`src/verilog/aluc_pkg.sv`:
```
package aluc_pkg;

   // ----------------------------------------------------------------------
   // Operation and source encodings.
   // ----------------------------------------------------------------------
   typedef enum logic [3:0] {
      ALUC_OP_ADD,
      ALUC_OP_ADD_WITH_CARRY,
      ALUC_OP_SUBTRACT_WITH_BORROW,
      ALUC_OP_AND,
      ALUC_OP_OR,
      ALUC_OP_XOR,
      ALUC_OP_MULTIPLY_ACC_B,
      ALUC_OP_DIVIDE_ACC_B
   } aluc_op_t;

   typedef enum logic [2:0] {
      ALUC_SRC_BANK_REG,
      ALUC_SRC_DIRECT,
      ALUC_SRC_INDIRECT,
      ALUC_SRC_IMMEDIATE,
      ALUC_SRC_DIRECT_DEST_ACC,
      ALUC_SRC_DIRECT_DEST_IMM
   } aluc_src_t;

   // ----------------------------------------------------------------------
   // Instruction lengths in bytes and durations in clock cycles.
   // ----------------------------------------------------------------------
   localparam logic [1:0] ALUC_LEN_ONE = 2'h1;
   localparam logic [1:0] ALUC_LEN_TWO = 2'h2;
   localparam logic [1:0] ALUC_LEN_THREE = 2'h3;
   localparam logic [3:0] ALUC_CYC_ONE = 4'h1;
   localparam logic [3:0] ALUC_CYC_TWO = 4'h2;
   localparam logic [3:0] ALUC_CYC_THREE = 4'h3;
   localparam logic [3:0] ALUC_CYC_MUL = 4'h4;
   localparam logic [3:0] ALUC_CYC_DIV = 4'h8;

   // ----------------------------------------------------------------------
   // Reset values.
   // ----------------------------------------------------------------------
   localparam logic [7:0] ALUC_ACC_RESET = 8'h00;
   localparam logic [7:0] ALUC_B_RESET = 8'h00;

endpackage : aluc_pkg

```
`src/verilog/aluc_timing.sv`:
```
`timescale 1ns/1ps
`default_nettype none

// Combinational length and cycle-count lookup for one instruction form.
module aluc_timing (
   input wire aluc_pkg::aluc_op_t op_in,
   input wire aluc_pkg::aluc_src_t src_in,
   output logic [1:0] len_out,
   output logic [3:0] cycles_out
);

   // ----------------------------------------------------------------------
   // Lookup table.
   // ----------------------------------------------------------------------
   // Multiply and divide ignore the source field; every other form is set by it.
   always_comb begin
      len_out = aluc_pkg::ALUC_LEN_ONE;
      cycles_out = aluc_pkg::ALUC_CYC_ONE;
      if (op_in == aluc_pkg::ALUC_OP_MULTIPLY_ACC_B) begin
         cycles_out = aluc_pkg::ALUC_CYC_MUL;
      end else if (op_in == aluc_pkg::ALUC_OP_DIVIDE_ACC_B) begin
         cycles_out = aluc_pkg::ALUC_CYC_DIV;
      end else begin
         unique case (src_in)
            aluc_pkg::ALUC_SRC_BANK_REG: begin
               len_out = aluc_pkg::ALUC_LEN_ONE;
               cycles_out = aluc_pkg::ALUC_CYC_ONE;
            end
            aluc_pkg::ALUC_SRC_DIRECT: begin
               len_out = aluc_pkg::ALUC_LEN_TWO;
               cycles_out = aluc_pkg::ALUC_CYC_TWO;
            end
            aluc_pkg::ALUC_SRC_INDIRECT: begin
               len_out = aluc_pkg::ALUC_LEN_ONE;
               cycles_out = aluc_pkg::ALUC_CYC_TWO;
            end
            aluc_pkg::ALUC_SRC_IMMEDIATE: begin
               len_out = aluc_pkg::ALUC_LEN_TWO;
               cycles_out = aluc_pkg::ALUC_CYC_TWO;
            end
            aluc_pkg::ALUC_SRC_DIRECT_DEST_ACC: begin
               len_out = aluc_pkg::ALUC_LEN_TWO;
               cycles_out = aluc_pkg::ALUC_CYC_TWO;
            end
            aluc_pkg::ALUC_SRC_DIRECT_DEST_IMM: begin
               len_out = aluc_pkg::ALUC_LEN_THREE;
               cycles_out = aluc_pkg::ALUC_CYC_THREE;
            end
            default: begin
               len_out = aluc_pkg::ALUC_LEN_ONE;
               cycles_out = aluc_pkg::ALUC_CYC_ONE;
            end
         endcase
      end
   end

endmodule : aluc_timing

`default_nettype wire

```
`src/verilog/aluc_core.sv`:
```
`timescale 1ns/1ps
`default_nettype none

module aluc_core (
   input wire logic mclk_in,
   input wire logic rst_n_in,
   input wire logic start_in,
   input wire aluc_pkg::aluc_op_t op_in,
   input wire aluc_pkg::aluc_src_t src_in,
   input wire logic [7:0] operand_in,
   input wire logic [7:0] acc_load_in,
   input wire logic acc_load_en_in,
   input wire logic [7:0] b_load_in,
   input wire logic b_load_en_in,
   input wire logic carry_load_in,
   input wire logic carry_load_en_in,
   output logic busy_out,
   output logic done_out,
   output logic [1:0] len_out,
   output logic [7:0] acc_out,
   output logic [7:0] b_out,
   output logic carry_out,
   output logic aux_carry_out,
   output logic overflow_out,
   output logic [7:0] mem_wdata_out,
   output logic mem_we_out
);

   typedef enum logic [1:0] {
      ALUC_IDLE,
      ALUC_RUN
   } aluc_state_t;

   // ----------------------------------------------------------------------
   // Arithmetic helpers.
   // ----------------------------------------------------------------------
   // Nine-bit add of a, b and carry-in; bit 8 is the carry out.
   function automatic logic [8:0] aluc_add(input logic [7:0] a, input logic [7:0] b,
                                           input logic ci);
      aluc_add = {1'b0, a} + {1'b0, b} + {8'h00, ci};
   endfunction : aluc_add

   // Nibble add for the auxiliary carry.
   function automatic logic [4:0] aluc_nib(input logic [3:0] a, input logic [3:0] b,
                                           input logic ci);
      aluc_nib = {1'b0, a} + {1'b0, b} + {4'h0, ci};
   endfunction : aluc_nib

   aluc_state_t state_r, state_nxt;
   logic [3:0] count_r, count_nxt;
   aluc_pkg::aluc_op_t op_r, op_nxt;
   aluc_pkg::aluc_src_t src_r, src_nxt;
   logic [7:0] opd_r, opd_nxt;
   logic [7:0] acc_r, acc_nxt;
   logic [7:0] b_r, b_nxt;
   logic cy_r, cy_nxt;
   logic ac_r, ac_nxt;
   logic ov_r, ov_nxt;
   logic done_r, done_nxt;
   logic [1:0] len_r, len_nxt;
   logic [7:0] wdata_r, wdata_nxt;
   logic we_r, we_nxt;
   logic busy_r, busy_nxt;
   logic [1:0] tab_len;
   logic [3:0] tab_cycles;

   // ----------------------------------------------------------------------
   // Timing lookup.
   // ----------------------------------------------------------------------
   aluc_timing u_timing (
      .op_in(op_in),
      .src_in(src_in),
      .len_out(tab_len),
      .cycles_out(tab_cycles)
   );

   // ----------------------------------------------------------------------
   // Sequencer and datapath.
   // ----------------------------------------------------------------------
   // The counter is loaded with the full cycle total, fetch included, and the
   // result commits on the last cycle so done marks the end exactly.
   always_comb begin
      logic [8:0] sum;
      logic [4:0] nib;
      logic [7:0] inv;
      logic [15:0] prod;
      logic [7:0] res;
      logic lastc;
      sum = 9'h000;
      nib = 5'h00;
      inv = 8'h00;
      prod = 16'h0000;
      res = 8'h00;
      lastc = 1'b0;
      state_nxt = state_r;
      count_nxt = count_r;
      op_nxt = op_r;
      src_nxt = src_r;
      opd_nxt = opd_r;
      acc_nxt = acc_r;
      b_nxt = b_r;
      cy_nxt = cy_r;
      ac_nxt = ac_r;
      ov_nxt = ov_r;
      done_nxt = 1'b0;
      len_nxt = len_r;
      wdata_nxt = wdata_r;
      we_nxt = 1'b0;
      if (state_r == ALUC_IDLE) begin
         if (acc_load_en_in) begin
            acc_nxt = acc_load_in;
         end
         if (b_load_en_in) begin
            b_nxt = b_load_in;
         end
         if (carry_load_en_in) begin
            cy_nxt = carry_load_in;
         end
      end
      unique case (state_r)
         ALUC_IDLE: begin
            if (start_in) begin
               op_nxt = op_in;
               src_nxt = src_in;
               opd_nxt = operand_in;
               len_nxt = tab_len;
               count_nxt = tab_cycles;
               state_nxt = ALUC_RUN;
            end
         end
         ALUC_RUN: begin
            count_nxt = count_r - 4'h1;
            lastc = (count_r == 4'h1);
         end
         default: begin
            state_nxt = ALUC_IDLE;
         end
      endcase
      if (lastc) begin
         state_nxt = ALUC_IDLE;
         done_nxt = 1'b1;
         unique case (op_r)
            aluc_pkg::ALUC_OP_ADD, aluc_pkg::ALUC_OP_ADD_WITH_CARRY: begin
               sum = aluc_add(acc_r, opd_r,
                              (op_r == aluc_pkg::ALUC_OP_ADD_WITH_CARRY) & cy_r);
               nib = aluc_nib(acc_r[3:0], opd_r[3:0],
                              (op_r == aluc_pkg::ALUC_OP_ADD_WITH_CARRY) & cy_r);
               acc_nxt = sum[7:0];
               cy_nxt = sum[8];
               ac_nxt = nib[4];
               ov_nxt = (acc_r[7] == opd_r[7]) && (sum[7] != acc_r[7]);
            end
            aluc_pkg::ALUC_OP_SUBTRACT_WITH_BORROW: begin
               // Subtract as add of the inverse; the borrow is the inverted carry.
               inv = ~opd_r;
               sum = aluc_add(acc_r, inv, ~cy_r);
               nib = aluc_nib(acc_r[3:0], inv[3:0], ~cy_r);
               acc_nxt = sum[7:0];
               cy_nxt = ~sum[8];
               ac_nxt = ~nib[4];
               ov_nxt = (acc_r[7] != opd_r[7]) && (sum[7] != acc_r[7]);
            end
            aluc_pkg::ALUC_OP_AND, aluc_pkg::ALUC_OP_OR, aluc_pkg::ALUC_OP_XOR: begin
               if (op_r == aluc_pkg::ALUC_OP_AND) begin
                  res = acc_r & opd_r;
               end else if (op_r == aluc_pkg::ALUC_OP_OR) begin
                  res = acc_r | opd_r;
               end else begin
                  res = acc_r ^ opd_r;
               end
               // Direct-destination forms write memory, leaving the accumulator.
               if (src_r == aluc_pkg::ALUC_SRC_DIRECT_DEST_ACC ||
                   src_r == aluc_pkg::ALUC_SRC_DIRECT_DEST_IMM) begin
                  wdata_nxt = res;
                  we_nxt = 1'b1;
               end else begin
                  acc_nxt = res;
               end
            end
            aluc_pkg::ALUC_OP_MULTIPLY_ACC_B: begin
               prod = {8'h00, acc_r} * {8'h00, b_r};
               acc_nxt = prod[7:0];
               b_nxt = prod[15:8];
               cy_nxt = 1'b0;
               ov_nxt = (prod[15:8] != 8'h00);
            end
            aluc_pkg::ALUC_OP_DIVIDE_ACC_B: begin
               // Divide by zero leaves both operands untouched and flags overflow.
               cy_nxt = 1'b0;
               if (b_r == 8'h00) begin
                  ov_nxt = 1'b1;
               end else begin
                  acc_nxt = acc_r / b_r;
                  b_nxt = acc_r % b_r;
                  ov_nxt = 1'b0;
               end
            end
            default: begin
               done_nxt = 1'b1;
            end
         endcase
      end
      // Busy is registered from the next state so the port needs no decode.
      busy_nxt = (state_nxt == ALUC_RUN);
   end

   // Register stage for the sequencer and datapath.
   always_ff @(posedge mclk_in or negedge rst_n_in) begin
      if (!rst_n_in) begin
         state_r <= ALUC_IDLE;
         count_r <= 4'h0;
         op_r <= aluc_pkg::ALUC_OP_ADD;
         src_r <= aluc_pkg::ALUC_SRC_BANK_REG;
         opd_r <= 8'h00;
         acc_r <= aluc_pkg::ALUC_ACC_RESET;
         b_r <= aluc_pkg::ALUC_B_RESET;
         cy_r <= 1'b0;
         ac_r <= 1'b0;
         ov_r <= 1'b0;
         done_r <= 1'b0;
         len_r <= 2'h0;
         wdata_r <= 8'h00;
         we_r <= 1'b0;
         busy_r <= 1'b0;
      end else begin
         state_r <= state_nxt;
         count_r <= count_nxt;
         op_r <= op_nxt;
         src_r <= src_nxt;
         opd_r <= opd_nxt;
         acc_r <= acc_nxt;
         b_r <= b_nxt;
         cy_r <= cy_nxt;
         ac_r <= ac_nxt;
         ov_r <= ov_nxt;
         done_r <= done_nxt;
         len_r <= len_nxt;
         wdata_r <= wdata_nxt;
         we_r <= we_nxt;
         busy_r <= busy_nxt;
      end
   end

   // ----------------------------------------------------------------------
   // Outputs, all straight from flip-flops.
   // ----------------------------------------------------------------------
   assign busy_out = busy_r;
   assign done_out = done_r;
   assign len_out = len_r;
   assign acc_out = acc_r;
   assign b_out = b_r;
   assign carry_out = cy_r;
   assign aux_carry_out = ac_r;
   assign overflow_out = ov_r;
   assign mem_wdata_out = wdata_r;
   assign mem_we_out = we_r;

endmodule : aluc_core

`default_nettype wire

```
`config.mk`:
```
export PLATFORM = sky130hd
export DESIGN_NAME = aluc_core
export DESIGN_NICKNAME = d
export VERILOG_FILES = /design/src/verilog/aluc_pkg.sv /design/src/verilog/aluc_timing.sv /design/src/verilog/aluc_core.sv
export SDC_FILE = /design/constraint.sdc
export NUM_CORES = 1
export LEC_CHECK = 0
export BUFFER_PORTS_ARGS = -buffer_cell sky130_fd_sc_hd__buf_2
export CAP_MARGIN = 0
export CELL_PAD_IN_SITES_DETAIL_PLACEMENT = 0
export CELL_PAD_IN_SITES_GLOBAL_PLACEMENT = 1
export CORE_AREA = 2 2 152 154
export CTS_BUF_LIST = sky130_fd_sc_hd__clkbuf_16
export DETAILED_ROUTE_END_ITERATION = 12
export DIE_AREA = 0 0 154 156
export PLACE_DENSITY_LB_ADDON = 0.05
export SKIP_LAST_GASP = 1
export SYNTH_ARGS = -nofsm -noshare
export SYNTH_HDL_FRONTEND = slang
export SYNTH_HIERARCHICAL = 1
export SYNTH_SLANG_ARGS = --single-unit
```
`constraint.sdc`:
```
create_clock -name mclk_in -period 12.4 [get_ports mclk_in]
set_input_delay 1.86 -clock mclk_in [delete_from_list [all_inputs] [get_ports mclk_in]]
set_output_delay 1.86 -clock mclk_in [all_outputs]
set_load 0.05 [all_outputs]
```
; Word level (Yosys, flattened, before mapping)
; Cells that the tools add are included.
[totals]
inputBits = 38
reg_bits = 53
wordCells = 115
romBits = 0
latch_bits = 0
ramBits = 0
memories = 0
out_inout_bits = 32
[op_classes]
div = 2
mul = 1
shifts = 0
n_eq_ne = 24
n_bitwise = 8
n_addsub = 9
n_mux = 36
reduce_logical = 20
magnitude_cmp = 0
[ops]
columns = operator, count
row1 = 8-bit two-way mux, 11
row2 = 8-bit one-hot mux with 5 select lines, 1
row3 = "4-bit by 3-bit == test with 1-bit output, second input constant", 6
row4 = 8-bit by 8-bit adder with 9-bit output, 2
row5 = 9-bit by 1-bit adder with 9-bit output, 2
row6 = 8-bit by 8-bit multiplier with 16-bit output, 1
row7 = 8-bit one-hot mux with 2 select lines, 1
row8 = "3-bit == test, second input constant", 4
row9 = 4-bit two-way mux, 3
row10 = 2-bit one-hot mux with 2 select lines, 3
row11 = 4-bit by 4-bit adder with 5-bit output, 2
row12 = 5-bit by 1-bit adder with 5-bit output, 2
row13 = 1-bit two-way mux, 9
row14 = 8-bit bitwise AND, 1
row15 = 8-bit by 8-bit divider with 8-bit output, 1
row16 = "4-bit by 1-bit == test with 1-bit output, second input constant", 2
row17 = "4-bit by 2-bit == test with 1-bit output, second input constant", 2
row18 = 8-bit logical NOT, 1
row19 = 8-bit by 8-bit remainder unit with 8-bit output, 1
row20 = 2-bit two-way mux, 4
row21 = 8-bit inverter, 1
row22 = 8-bit OR, 1
row23 = 4-bit one-hot mux with 2 select lines, 1
row24 = 2-bit AND reduction, 4
row25 = other kinds (24), 34

; Longest topological paths before layout
; Gate-level depths: netlist of run 1.
[depth]
ltp_word = 7
depth_mapped = 51

; Modules after synthesis
; The synthesis of run 1 kept the hierarchy.
[by_module_without_submodules]
columns = mod, n_inst, area_each_um2, cells_each, seq_area_each_um2
row1 = aluc_core, 1, 7652.3, 956, 1301.2
row2 = aluc_timing, 1, 92.6, 13, 0.0

; Worst setup path before layout of run 1
; No wires, ideal clock.
[synth_path]
kind = reg2reg
startpoint = register b_r[0] (netlist: b_out[0])
endpoint = register b_r[1] (netlist: b_out[1])
required_time_ps = 12274
arrival_time_ps = 10567
synth_period_minus_slack_ps = 10693
stages_incl_launch_ff = 50
path_slack_ps = 1707
path_cell_list = dfrtp_1 inv_1 ha_1 and3_1 nor2_1 ha_1 o21a_1 o211ai_1 o31ai_1 ha_1 o211ai_1 a211oi_4 nor3_1 or2_2 ha_1 a21o_1 o21a_1 o21ai_0 [... 14 more ...] inv_1 ha_1 nor3_1 a211oi_1 o21a_1 or2_2 clkbuf_1 a21oi_1 inv_1 fa_1 nor2b_1 o31a_1 o21ai_0 nand3b_1 and2_1 clkbuf_1 o21ai_0 a221o_1
[synth_between]
elab_chain_cells = 4
word_cells_on_any_way = 6
cone_classes = mul (1) / div (1) / mux (3) / reduce/logical (1)
[synth_rtl]
columns = item, line
row1 = from (decl), aluc_core.sv:55  ; logic [7:0] b_r, b_nxt;
row2 = from (signal assigned), aluc_core.sv:216  ; b_r <= aluc_pkg::ALUC_B_RESET;
row3 = from (signal assigned), aluc_core.sv:232  ; b_r <= b_nxt;
row4 = 8-bit by 8-bit remainder unit with 8-bit output or 8-bit logical NOT (tied branches), "aluc_core.sv:194, aluc_core.sv:190"
row5 = 8-bit two-way mux, aluc_core.sv:190  ; if (b_r == 8'h00) begin
row6 = 8-bit one-hot mux with 2 select lines *, aluc_core.sv:142  ; unique case (op_r)
row7 = 8-bit two-way mux *, aluc_core.sv:139  ; if (lastc) begin
row8 = via b_nxt[1], aluc_core.sv:55
; The timed path passes the listed nets; every way through them passes the cells marked *.
; A chain may end at the register's enable or synchronous reset.

; Worst setup path in the final report of run 1
[layout_path]
startpoint = register b_r[6] (netlist: b_out[6])
endpoint = register b_r[3] (netlist: b_out[3])
; Same word-level chain as after synthesis.

==> metrics, run 1 <==
Initial Utilization=34.6%; die area=0.0240 mm²; clock root buffer=clkbuf_16; Hold WS=0.489 ns; Yosys warnings=6; DRT antenna net count=0; global-route wire length before repair=43.3 mm; worst setup margin=0.748 ns; hold_buf cts=0; sequential share of the synthesized area=16.8%; Clock Path Buffers=2; clock slew at reported path FFs=0.08 ns; I/O pins=70; Final Max Tran Viols=0; Finished Cell Area=0.00866 mm²; Rows=55; Clock Sinks=52; syn avg cell area=7.99 µm²; crit path kind=flop to flop; number of synthesized flops with an enable pin=0; Max Freq=0.0858 GHz; Area after DPL=0.00841 mm²; vias per inst=5.55; grt total ovfl=0; Place WS=0.573 ns; pin count of the biggest net entering global routing=53; Syn Inst Count=969; Die W=154 µm; CP max FO=13; Synth Cell Area=0.00774 mm²; routed via count=7,286; final WL=28.0 mm; flop and latch count out of synthesis=52; period utilisation layout=94.0%; 1st-pass router iterations=5; async set or reset register ratio after synthesis=100%; min-delay worst type=flop to flop; routability cong.=0.902; Die Y=156 µm; H-Tree Depth=2; total track usage=23.6%; DRC violations left=0; most common flop cell mapped by yosys=dfrtp_1; Worst path max stage delay=0.57 ns; antenna cell count=0; Initial DRC Count=402; area grow syn2layout=11.8%; Synth area leaders=dfrtp_1, ha_1, fa_1, nor2_1, inv_1; Routed WL per cell=21.3 µm; Hold Vio Cnt, Final=0; Setup-failing EPs final=0; core area=0.0224 mm²; worst skew pair latency=0.31 ns; non-filler cells, final=1,313; fraction of layout cells with a size suffix above 1=13.7%; Max Cap Violations=0; endpoint class of the critical path=flop; Fin Clk Skew=0.00898 ns; Slew @ Worst Pin=0.961 ns; cell repeated most along the worst path=ha_1; final period demand of the worst path=11.65 ns; top cell type's share of synthesized area=16.8%; layout net count=1,208; detailed placer's ending HPWL=22.3 mm; Startpoint Class=flop; Worst path slowest cell=dfrtp_1; placed insts=1,303; library cells used by synthesis=78; Slew headroom=35.7%; outcome=finished, final reports clean; cell taking the most area after synthesis=dfrtp_1; initial antenna violation count=0; Syn Nets=1,150; number of global-route vias before repair=7,194; input/output buffers=69; Crit path required time=12.60 ns; CTS tree=built; CTS Buf Count=5; Worst EP arrival=11.85 ns
-- per-stage QoR --
step / TNS [ns] / util, %
after floorplan: 0 / -
final: 0 / 38.7
after detailed placement: 0 / 37.6
after global routing: -0.0575 / 38.7
after CTS: 0 / 38.3
after global placement: 0 / 37.6
-- sequential cells by signal, indices dropped and copies added (netlist names) --
register / flops
acc_out: 8
b_out: 8
mem_wdata_out: 8
opd_r: 8
count_r: 4
op_r: 4
len_out: 2
src_r: 2
state_r: 2
aux_carry_out: 1
busy_out: 1
carry_out: 1
done_out: 1
mem_we_out: 1
overflow_out: 1
-- path summary, 6_finish.rpt --
check	depth (start not counted)	from	endpoint	slack (ns)
max in group asynchronous	2	rst_n_in	b_out[2]	10.23
setup reg to reg	47	b_out[6]	b_out[3]	0.75
hold reg to reg	2	mem_wdata_out[2]	mem_wdata_out[2]	0.49
setup / recovery	47	b_out[6]	b_out[3]	0.75
min in group asynchronous	2	rst_n_in	len_out[0]	1.68
hold / removal	2	mem_wdata_out[2]	mem_wdata_out[2]	0.49
-- routing by layer --
layer  vias up  global-route usage (%)  share of wire [%]
li1       3544                       -                  -
met1      3523                    32.3                 46
met3        26                    1.75                4.4
met5         -                       0                  0
met4         0                    4.67                1.6
met2       193                    41.1                 48
-- synth_stat cells, types with 10 or more instances --
master / n
a211oi_1: 10
a21o_1: 14
a21oi_1: 67
a31oi_1: 16
and3_1: 10
clkbuf_1: 27
dfrtp_1: 52
fa_1: 41
ha_1: 102
inv_1: 94
mux2_2: 12
mux2i_1: 10
nand2_1: 93
nand2b_1: 10
nand3_1: 17
nor2_1: 102
nor2b_1: 14
nor3_1: 36
o211ai_1: 14
o21a_1: 12
o21ai_0: 56
o22ai_1: 12
xnor2_1: 15
xor2_1: 14
-- layout by cell type, fill, tap and decap left out, types with 5 or more instances in the layout --
cell,instances
nor2_1,101
fa_1,41
nand2b_1,10
o21ai_0,56
inv_1,94
ha_1,102
or3_1,5
mux2i_1,10
buf_4,17
o21a_1,12
o211ai_1,14
a21oi_1,67
a211oi_1,10
or2_2,7
a31oi_1,16
nor3_1,36
a21o_1,14
xnor2_1,15
nand2_1,93
dfrtp_1,52
and2_1,6
and3_1,10
mux2_2,12
nand3_1,17
a221oi_1,6
nor2b_1,14
o221ai_1,7
xor2_1,14
buf_2,69
o22ai_1,12
clkbuf_16,5
a221o_1,7
-- area by class of cell --
class,count,area (µm²)
fill,2396,13700
multi-input combinational,784,5980
sequential,52,1300
timing repair buffer,87,493
inverter,97,364
tap,285,357
clock buffer,5,125
clock inverter,3,33.8
-- critical path, delay by kind of cell (launching register included) --
family | cells | cell delay, ns
DFF | 1 | 0.57
AOI/OAI and AO/OA | 22 | 5.19
muxes | 1 | 0.39
and+or+nand+nor | 14 | 2.73
buffers and inverters | 3 | 0.44
adders and majority gates | 7 | 2.19
-- repair_timing --
| action | 4_1_cts | 5_1_grt |
|---|---|---|
| setup buffers | 0 | 2 |
| setup endpoints to repair | 0 | 9 |
| gates resized for setup | 0 | 9 |
-- cell families after synthesis --
| group | Yosys count | share of synthesized area [%] |
|---|---|---|
| flip-flops | 52 | 16.8 |
| multiplexers | 23 | 3.23 |
| AND/OR/NAND/NOR | 320 | 19.6 |
| XOR/XNOR | 29 | 3.28 |
| adder cells (fa/ha/maj) | 143 | 27.1 |
| buffers and inverters | 133 | 6.80 |
| other | 1 | 0.0484 |
| AO/OA/AOI/OAI | 268 | 23.2 |
Power of run 1 is not shown: default switching activity piles up to over one toggle a cycle in this logic, so the estimate is an artifact.
==> inputs of run 2 (changes only) <==
--- a/config.mk
+++ b/config.mk
@@ -5,14 +5,15 @@
 export SDC_FILE = /design/constraint.sdc
 export NUM_CORES = 1
 export LEC_CHECK = 0
+export ABC_AREA = 1
 export BUFFER_PORTS_ARGS = -buffer_cell sky130_fd_sc_hd__buf_2
 export CAP_MARGIN = 0
 export CELL_PAD_IN_SITES_DETAIL_PLACEMENT = 0
 export CELL_PAD_IN_SITES_GLOBAL_PLACEMENT = 1
-export CORE_AREA = 2 2 152 154
+export CORE_AREA = 2 2 154 156
 export CTS_BUF_LIST = sky130_fd_sc_hd__clkbuf_16
 export DETAILED_ROUTE_END_ITERATION = 12
-export DIE_AREA = 0 0 154 156
+export DIE_AREA = 0 0 156 158
 export PLACE_DENSITY_LB_ADDON = 0.05
 export SKIP_LAST_GASP = 1
 export SYNTH_ARGS = -nofsm -noshare
==> run 2 against run 1 <==
Synthesized cell count is 19% higher. Die area increased by 2.6%. Cell area is 0.36% higher. Cell count increased by 14%. Highest routed layer unchanged.
==> metrics, run 2 <==
Crit path required time=12.57 ns (-0.03 ns); outcome=finished, final reports clean; cell repeated most along the worst path=nand2_1; I/O pins=70 (unchanged); min-delay worst type=flop to flop; clock root buffer=clkbuf_16; DRC violations left=0 (unchanged); routability cong.=0.871 (-3.4%); Syn Inst Count=1,153 (+19%); Slew @ Worst Pin=0.839 ns (-0.122 ns); pin count of the biggest net entering global routing=53 (unchanged); sequential share of the synthesized area=16.4% (-0.38 points); H-Tree Depth=2 (unchanged); Setup-failing EPs final=0 (unchanged); Worst path max stage delay=0.78 ns (+0.21 ns); CP max FO=13 (unchanged); area grow syn2layout=9.67%; Initial Utilization=34.4% (-0.26 points); Hold Vio Cnt, Final=0 (unchanged); global-route wire length before repair=42.6 mm (-1.6%); Yosys warnings=6 (unchanged); total track usage=22.8% (-0.84 points); layout net count=1,383 (+14%); flop and latch count out of synthesis=52 (unchanged); crit path kind=flop to flop; CTS Buf Count=5 (unchanged); routed via count=7,414 (+1.8%); non-filler cells, final=1,493 (+14%); Resized cells post-CTS=0 (unchanged); Clock Path Buffers=2 (unchanged); most frequent cells in the layout=nand2_1, inv_1, ha_1; endpoint class of the critical path=flop; cell taking the most area after synthesis=dfrtp_1; Die W=156 µm (+1.3%); Die Y=158 µm (+1.3%); period utilisation layout=86.1% (-7.9 points); reg2reg end=b_out[0]; clock slew at reported path FFs=0.07 ns (about the same); most frequent cell after synthesis=nand2_1; die area=0.0246 mm² (+2.6%); CTS tree=built; commonest non-fill, non-tap cell in the layout=nand2_1; hold_buf cts=0 (unchanged); Area after DPL=0.00852 mm² (+1.3%); final period demand of the worst path=10.68 ns (-0.976 ns); Worst Setup SP=b_out[0]; most common flop cell mapped by yosys=dfrtp_1; DRT antenna net count=0 (unchanged); Rows=56 (+1.8%); Routed WL per cell=18.0 µm (-16%); RR Startpoint=b_out[0]; async set or reset register ratio after synthesis=100% (unchanged); syn avg cell area=6.87 µm² (-14%); Worst path slowest cell=dfrtp_1; fraction of layout cells with a size suffix above 1=11.9% (-1.8 points); RSZ-0062 raised after global routing=false; initial antenna violation count=0 (unchanged); Worst EP arrival=10.85 ns (-1.00 ns); Synth Cell Area=0.00792 mm² (+2.3%); input/output buffers=69 (unchanged); Clock Sinks=52 (unchanged); Slew headroom=44.1% (+8.4 points); Initial DRC Count=409 (+1.7%); hold depth=2 (unchanged); core area=0.0231 mm² (+3.1%); Synth area leaders=dfrtp_1, ha_1, nand2_1, fa_1, inv_1; placed insts=1,485 (+14%); Max Freq=0.0937 GHz (+9.1%); top cell type's share of synthesized area=16.4% (-0.38 points); reg2reg setup slack=1.72 ns (+0.98 ns); number of global-route vias before repair=7,450 (+3.6%); detailed placer's ending HPWL=21.4 mm (-3.8%); R2R cell count=67 (+43%); TNS Setup=0 ns (unchanged); Finished Cell Area=0.00869 mm² (+0.36%); antenna cell count=0 (unchanged); number of synthesized flops with an enable pin=0 (unchanged); synth cell count leaders=nand2_1, inv_1, ha_1; library cells used by synthesis=58 (-26%); Critical Path End=b_out[0]; Startpoint Class=flop; final WL=26.8 mm (-4.2%); 1st-pass router iterations=5 (unchanged); Final Max Tran Viols=0 (unchanged); vias per inst=4.97 (-11%); worst skew pair latency=0.31 ns (about the same); Setup Buffers After CTS=0 (unchanged); Syn Nets=1,334 (+16%); Fin Clk Skew=0.00991 ns (+0.000932 ns); Max Cap Violations=0 (unchanged); grt total ovfl=0 (unchanged)
-- run 2: cell types whose count changed after synthesis, sizes merged, moves of 11 or more --
| cell | before | now |
|---|---|---|
| nor3 | 38 | 6 |
| o21ai | 59 | 85 |
| inv | 95 | 205 |
| nor2b | 14 | 0 |
| nand2 | 93 | 292 |
| nand3 | 17 | 54 |
| a31oi | 16 | 5 |
-- run 2: logic make-up after synthesis --
| family | share of synthesized area (%) |
|---|---|
| and+or+nand+nor | 26.5 |
| muxes | 0.853 |
| xor gates and xnor gates | 2.65 |
| buffers and inverters | 11.8 |
| AOI/OAI and AO/OA | 15.3 |
| adders and majority gates | 26.5 |
| other | 0.0473 |
| DFF | 16.4 |
-- run 2: area by class of cell --
class | count | area [µm²]
Fill cell | 2594 | 14400
Multi-Input combinational cell | 862 | 5690
Sequential cell | 52 | 1300
Inverter | 205 | 772
Timing Repair Buffer | 76 | 398
Tap cell | 290 | 363
Clock buffer | 5 | 125
Clock inverter | 3 | 42.5
-- run 2: worst min path at each step --
stage,slack [ns],endpoint,startpoint
floorplan,0.48,src_r[1],src_r[1]
CTS,0.50,mem_wdata_out[7],mem_wdata_out[7]
finish,0.49,mem_wdata_out[7],mem_wdata_out[7]
global route,0.51,mem_wdata_out[7],mem_wdata_out[7]
detailed placement,0.48,mem_wdata_out[7],mem_wdata_out[7]
global placement,0.47,mem_wdata_out[4],mem_wdata_out[4]
-- run 2: per-stage QoR --
stage          utilization (%)  setup slack (ns)  hold slack [ns]
2_1_floorplan                -              3.03            0.480
3_3_place_gp              37.0              1.96            0.472
3_5_place_dp              37.0              1.81            0.476
4_1_cts                   37.7              1.77            0.496
5_1_grt                   37.7             0.487            0.514
6_report                  37.7              1.72            0.489
-- run 2: critical path: cells and delay by family (launching register included) --
family | cells | cell delay (ns)
buf+inv | 9 | 1.27
flops | 1 | 0.78
simple gates | 35 | 3.97
compound gates | 15 | 1.99
fa+ha+maj | 8 | 2.49
-- run 2: layer usage --
metal  GRT usage, %  share of wire (%)
met2           39.7                 47
met3           2.14                3.8
met1           30.9                 48
met4           4.24                1.4
met5              0                  0
Power of run 2 is left out for the same reason.
